**config.mk**
```make
export PLATFORM = sky130hd
export DESIGN_NAME = exp_bus_ctrl
export DESIGN_NICKNAME = d
export VERILOG_FILES = /design/src/exp_bus_pkg.sv /design/src/exp_bus_ctrl.sv
export SDC_FILE = /design/constraint.sdc
export NUM_CORES = 1
export LEC_CHECK = 0
export BUFFER_PORTS_ARGS = -buffer_cell sky130_fd_sc_hd__buf_4
export CAP_MARGIN = 40
export CORE_MARGIN = 5
export CORE_UTILIZATION = 30
export DETAILED_ROUTE_END_ITERATION = 8
export PLACE_DENSITY = 0.61
export SETUP_SLACK_MARGIN = 0.2
export SKIP_CTS_REPAIR_TIMING = 1
export SLEW_MARGIN = 30
export SYNTH_ARGS = -nofsm -noshare
export SYNTH_HDL_FRONTEND = slang
export SYNTH_SLANG_ARGS = --single-unit
```
**constraint.sdc**
```tcl
create_clock -name clk -period 5.29 [get_ports clk]
set_input_delay 1.587 -clock clk [delete_from_list [all_inputs] [get_ports clk]]
set_output_delay 1.587 -clock clk [all_outputs]
set_load 0.03 [all_outputs]
```
**src/exp_bus_pkg.sv**
```systemverilog
// Package with command codes, window fields and timing constants for the expansion bus block.
package exp_bus_pkg;
  localparam logic [3:0] CMD_IO_READ   = 4'h2;
  localparam logic [3:0] CMD_IO_WRITE  = 4'h3;
  localparam logic [3:0] CMD_MEM_READ  = 4'h6;
  localparam logic [3:0] CMD_MEM_WRITE = 4'h7;
  localparam int         BOOT_CLAIM_BIT = 7;
  localparam int         MEM_BASE_LSB   = 8;
  localparam int         MEM_BASE_MSB   = 15;
  localparam int         MEM_ADDR_LSB   = 24;
  localparam int         MEM_ADDR_MSB   = 31;
  localparam int         IO_ADDR_LSB    = 16;
  localparam int         IO_ADDR_MSB    = 31;
  localparam logic [15:0] MEM_BASE_RESET = 16'h0080;
  localparam logic [15:0] IO_BASE_RESET  = 16'h0000;
  localparam logic [4:0]  BURST_STROBES  = 5'h10;
  localparam logic [4:0]  SINGLE_STROBES = 5'h01;
  localparam logic [4:0]  WORD_STROBES   = 5'h04;
  localparam int          PIN_COUNT      = 37;
endpackage : exp_bus_pkg

```
**src/exp_bus_ctrl.sv**
```systemverilog
// Expansion bus controller that claims decoded PCI cycles and drives shared pins.
`timescale 1ns/1ps
module exp_bus_ctrl (
  input  wire logic        clk,
  input  wire logic        rst_n,
  input  wire logic        exp_enable,
  input  wire logic        frame_n,
  input  wire logic        irdy_n,
  input  wire logic [31:0] pci_ad_in,
  input  wire logic [3:0]  pci_byte_enable_pins_in,
  input  wire logic        code_burst,
  input  wire logic        io_wide,
  input  wire logic        mem_base_we,
  input  wire logic [15:0] mem_base_wdata,
  input  wire logic        io_base_we,
  input  wire logic [15:0] io_base_wdata,
  input  wire logic [31:0] wr_data,
  output logic [31:0]      pci_ad_out,
  output logic             pci_ad_oe,
  output logic [3:0]       pci_byte_enable_pins_out,
  output logic             pci_byte_enable_pins_oe,
  output logic             devsel_n,
  output logic             trdy_n,
  output logic             pci_int_d_pin,
  output logic [31:0]      rd_data,
  output logic             rd_valid,
  output logic [15:0]      mem_window_base,
  output logic [15:0]      io_window_base
);
  import exp_bus_pkg::*;

  typedef enum logic [1:0] {IDLE, ADDR, STROBE, DONE} state_type;

  state_type   state_q, state_d;
  logic [15:0] mem_base_q, io_base_q;
  logic [23:0] addr_q;
  logic [3:0]  cmd_q;
  logic [4:0]  left_q;
  logic        strobe_q;
  logic [31:0] data_q, rd_q;
  logic        rdv_q;
  logic        wide_q;

  // Decode of the address phase; the boot bit forces a claim of everything.
  wire logic addr_phase = (state_q == IDLE) && !frame_n && exp_enable;
  wire logic [3:0] cmd_in = pci_byte_enable_pins_in;
  wire logic is_mem = (cmd_in == CMD_MEM_READ) || (cmd_in == CMD_MEM_WRITE);
  wire logic is_io  = (cmd_in == CMD_IO_READ) || (cmd_in == CMD_IO_WRITE);
  wire logic boot   = mem_base_q[BOOT_CLAIM_BIT];
  wire logic mem_hit = is_mem && (pci_ad_in[MEM_ADDR_MSB:MEM_ADDR_LSB]
                       == mem_base_q[MEM_BASE_MSB:MEM_BASE_LSB]);
  wire logic io_hit  = is_io && (pci_ad_in[IO_ADDR_MSB:IO_ADDR_LSB] == io_base_q);
  wire logic claim   = addr_phase && (boot || mem_hit || io_hit);
  wire logic cmd_io    = !cmd_q[2];
  wire logic cmd_write = cmd_q[0];

  // Only memory reads repeat; writes and IO accesses are one strobe each. Bursts are kept
  // to code reads so that a stray burst request can never multiply a write.
  wire logic word_read  = (cmd_in == CMD_MEM_READ);
  wire logic burst_read = word_read && code_burst;
  wire logic [4:0] count_init = !word_read ? SINGLE_STROBES :
                                (code_burst ? BURST_STROBES : WORD_STROBES);

  // Next state: each strobe pulse is one cycle low, one high, until the count runs out.
  always_comb begin
    state_d = state_q;
    case (state_q)
      IDLE:    if (claim) state_d = ADDR;
      ADDR:    if (!irdy_n) state_d = STROBE;
      STROBE:  if (strobe_q && left_q == SINGLE_STROBES) state_d = DONE;
      DONE:    state_d = IDLE;
      default: state_d = IDLE;
    endcase
  end

  always_ff @(posedge clk) begin
    if (!rst_n) begin
      state_q <= IDLE;
    end else begin
      state_q <= state_d;
    end
  end

  // Window settings; the boot-claim bit comes up set.
  always_ff @(posedge clk) begin
    if (!rst_n) begin
      mem_base_q <= MEM_BASE_RESET;
      io_base_q  <= IO_BASE_RESET;
    end else begin
      if (mem_base_we) mem_base_q <= mem_base_wdata;
      if (io_base_we)  io_base_q  <= io_base_wdata;
    end
  end

  // Captured command, address and strobe sequencing; the address advances per byte.
  always_ff @(posedge clk) begin
    if (!rst_n) begin
      addr_q   <= 24'h000000;
      cmd_q    <= 4'h0;
      left_q   <= 5'h00;
      strobe_q <= 1'b0;
      data_q   <= 32'h00000000;
      wide_q   <= 1'b0;
    end else if (claim) begin
      addr_q   <= pci_ad_in[23:0];
      cmd_q    <= cmd_in;
      left_q   <= count_init;
      strobe_q <= 1'b0;
      wide_q   <= io_wide;
    end else if (state_q == ADDR) begin
      data_q   <= wr_data;
    end else if (state_q == STROBE) begin
      strobe_q <= !strobe_q;
      if (strobe_q) begin
        left_q <= left_q - SINGLE_STROBES;
        addr_q <= addr_q + 24'h000001;
      end
    end
  end

  // Read bytes are collected on the rising edge of each strobe.
  always_ff @(posedge clk) begin
    if (!rst_n) begin
      rd_q  <= 32'h00000000;
      rdv_q <= 1'b0;
    end else begin
      rdv_q <= (state_q == DONE) && !cmd_write;
      if (state_q == STROBE && !strobe_q && !cmd_write) begin
        // A byte-wide IO read leaves the top lane undefined, so it is not passed on.
        rd_q <= cmd_io ? {16'h0000, (wide_q ? pci_ad_in[31:24] : 8'h00), pci_ad_in[7:0]}
                       : {pci_ad_in[7:0], rd_q[31:8]};
      end
    end
  end

  // Pin drive: selects sit on the enable lanes, strobes only while the global select is low.
  wire logic active   = (state_q == STROBE);
  wire logic strobe_on = active && !strobe_q;
  assign pci_int_d_pin = !(active || state_q == ADDR);
  assign pci_byte_enable_pins_oe = active || state_q == ADDR;
  assign pci_byte_enable_pins_out = {
    !cmd_io,
    cmd_io,
    !(strobe_on && cmd_write),
    !(strobe_on && !cmd_write)};
  assign pci_ad_oe  = pci_byte_enable_pins_oe;
  assign pci_ad_out = {
    cmd_io ? data_q[15:8] : addr_q[23:16],
    addr_q[15:0],
    cmd_io ? data_q[7:0] : data_q[7:0]};
  assign devsel_n  = !(state_q != IDLE);
  assign trdy_n    = !(state_q == DONE);
  assign rd_data   = rd_q;
  assign rd_valid  = rdv_q;
  assign mem_window_base = mem_base_q;
  assign io_window_base  = io_base_q;

  // Checker helper: read strobe pulses of the current command and whether it was a burst.
  // Counting the pulses here, rather than trusting left_q, catches a miscounted load.
  logic [4:0] pulse_cnt_q;
  logic       burst_q;
  always_ff @(posedge clk) begin
    if (!rst_n) begin
      pulse_cnt_q <= 5'h00;
      burst_q     <= 1'b0;
    end else if (claim) begin
      pulse_cnt_q <= 5'h00;
      burst_q     <= burst_read;
    end else if (strobe_on && !cmd_write) begin
      pulse_cnt_q <= pulse_cnt_q + SINGLE_STROBES;
    end
  end
endmodule : exp_bus_ctrl

```
==> flow_summary.yaml <==
sta:
  finClkSkew_ns: 0.0119
  rsz0062_at_grt: "false"
  fmax_mhz: 250
  min_period_over_period_pct: 75.6
  setup_tns_ns: 0
  worst_slew_pin_slew_ns: 0.767
  post-route-min-period_ns: 4.00
  maxSlewViolCount: 0
  maxSlewHeadroom_pct: 48.9
  finalHoldViolCount: 0
  setup_violations: 0
clock_tree:
  cts_tree: "built"
  clock-sinks: 116
  root_buffer: "clkbuf_16"
  clk_pin_slew_ns: 0.05
  cts_buffers: 17
  h-tree-depth: 4
  clkLatencyLatePin_ns: 0.41
  clockBufferDepth: 2
finish:
  final_layout_size_suffix_gt1_share_pct: 30.4
  area_growth_pct: 35.6
  fill_cells: 2048
  n_antenna_cell: 0
  finalNetCount: 959
worst_setup_path:
  r2r_setup_slack_ns: 2.15
  r2r_start: "state_q[0]"
  crit_required_ns: 3.70
  worstPathMaxFanout: 41
  reg2reg_to: "addr_q[1]"
  cp.arrival_ns: 2.41
  crit_start: "state_q[0]"
  crit_end: "pci_byte_enable_pins_out[0]"
  critPathKind: "register to output port"
  start_kind: "register"
  reg2regPathDepth: 10
  cp-end-kind: "output port"
synth:
  synthesis.area_um2: 5900
  yosysSeqAreaShare_pct: 39.3
  syn_inst: 690
  netlist.area_leader.share_pct: 39.3
  avgSynthCellArea_um2: 8.56
  synthArstFlopShare_pct: 0
  ys_warn_count: 0
  synth.net_count: 808
  synth-main-ff-cell: "dfxtp_1"
  yosysUniqueCellTypes: 51
  yosys_register_bits: 116
  synth_area_leaders: "dfxtp_1 (39%), mux2i_1 (10%), nor2_1 (4.8%)"
  synth_edf_count: 0
  yosys.area.top_type: "dfxtp_1"
  yosysMostFrequentCell: "dfxtp_1"
  synth_commonest_cells: "dfxtp_1 (116), nor2_1 (75), nand2_1 (65)"
pwr:
  p_total_mw: 3.55
  leakage_nw: 3.28
  power_density_nw_per_um2: 443
  peakVddDrop_uv: 227
grt:
  met1_usage_pct: 22.7
  grt_max_degree: 64
  grt_overflow: 0
  grt_pass1_vias: 5388
  grt_usage_pct: 17.7
  top_usage_layer: "met2"
  grt_pass1_wl_mm: 30.9
  met2_usage_pct: 28.8
  met3_usage_pct: 5.48
  grt_antenna_before_repair: 0
die:
  fp.dieW_um: 150
  io-pin-count: 215
  placeableCoreArea_um2: 19400
  dieHeight_um: 150
  start_util_pct: 30.4
  die_area_um2: 22600
  placementRows: 51
placed_design:
  port_buffers: 198
  dp_hpwl_mm: 14.7
  gp_congestion: 0.808
drt:
  wl_per_cell_um: 17.9
  antenna_left: 0
  drc: 0
  vias: 5477
  routed_wl_mm: 20.0
  drt_first_pass_iters: 5
  viasPerCell: 4.90
  drt_iter0_drc: 425
outcome:
  status: "finished, final reports clean"
job:
  cap_violations: 0
min_path:
  hold_class: "register to register"
==> worst max-delay path, cell delays in order (launching register included) <==
cell and delay [ns]:
dfxtp_1 0.35, inv_1 0.12, ha_1 0.40, nor3b_2 0.23, buf_4 0.39, inv_1 0.07
buf_4 0.23, buf_4 0.20
==> registers in the layout, summed over array words and instances, names as in the netlist, 2 cells and up <==
register         cells
rd_data             32
addr_q              24
data_q              16
io_window_base      16
mem_window_base     16
left_q               5
cmd_q                2
state_q              2
==> cell type report <==
cell class | instances | area, um2 | share of cell area, %
repair buffers | 208 | 1570 | 19.5
flip-flops and latches | 116 | 2320 | 29.0
well taps | 265 | 332 | 4.14
clock buffers | 19 | 443 | 5.53
inverters | 12 | 46.3 | 0.578
clock inverters | 11 | 154 | 1.92
multi-input cells | 486 | 3140 | 39.3
==> cells by family after synthesis <==
kind of cell / Yosys count / synth area share, %
mux: 69 / 11.9
compound gates: 108 / 12.1
fa+ha+maj: 9 / 1.91
simple gates: 275 / 23.5
xor+xnor: 25 / 3.71
flops: 116 / 39.3
buf+inv: 88 / 7.57
==> cells in the final DEF, fill, tap and decap left out, drive strengths merged, types with 7 or more instances in the layout <==
cell / Yosys / final
a31oi: 17 / 17
nor3b: 7 / 7
and2: 10 / 10
ha: 9 / 9
nor3: 23 / 23
buf: 37 / 208
a211oi: 12 / 12
nor2: 75 / 75
xnor2: 11 / 11
dfxtp: 116 / 116
a21oi: 31 / 31
nand3: 29 / 29
nand2: 65 / 65
nand3b: 12 / 12
xor2: 14 / 14
a221oi: 9 / 9
or3: 8 / 8
clkbuf: 39 / 19
mux2: 8 / 8
mux2i: 61 / 61
inv: 12 / 13
nor4: 9 / 9
nand4: 12 / 12
o21ai: 14 / 14
==> per-layer routing <==
| layer | wire [um] | part of all wire (%) |
|---|---|---|
| met5 | 0 | 0 |
| met1 | 8950 | 45 |
| met3 | 1300 | 6.5 |
| met2 | 9390 | 47 |
| met4 | 318 | 1.6 |
==> worst min path at each step <==
| stage | start | end | slack (ns) | cells past startpoint |
|---|---|---|---|---|
| finish | wide_q | wide_q | 0.45 | 2 |
| global route | wide_q | wide_q | 0.48 | 2 |
| CTS | wide_q | wide_q | 0.45 | 2 |
| detailed placement | wide_q | wide_q | 0.44 | 2 |
| global placement | wide_q | wide_q | 0.44 | 2 |
| floorplan | wide_q | wide_q | 0.43 | 2 |
==> per-stage QoR <==
stage	utilization (%)	setup WS, ns	cells	hold slack, ns	cell area (um2)
after detailed placement	38.2	1.26	1087	0.444	7410
final	41.3	1.29	1117	0.448	8010
after global placement	38.1	1.10	1086	0.441	7400
after CTS	41.3	1.25	1117	0.452	8010
after global routing	41.3	1.07	1117	0.481	8010
after floorplan	-	2.12	690	0.427	5900
==> power by group <==
part	internal [mW]	switching [mW]	total (mW)
logic	0.483	0.751	1.23
clock network	0.751	0.434	1.19
registers	1.00	0.126	1.13
No activity file was read; power rests on OpenSTA's default activity.
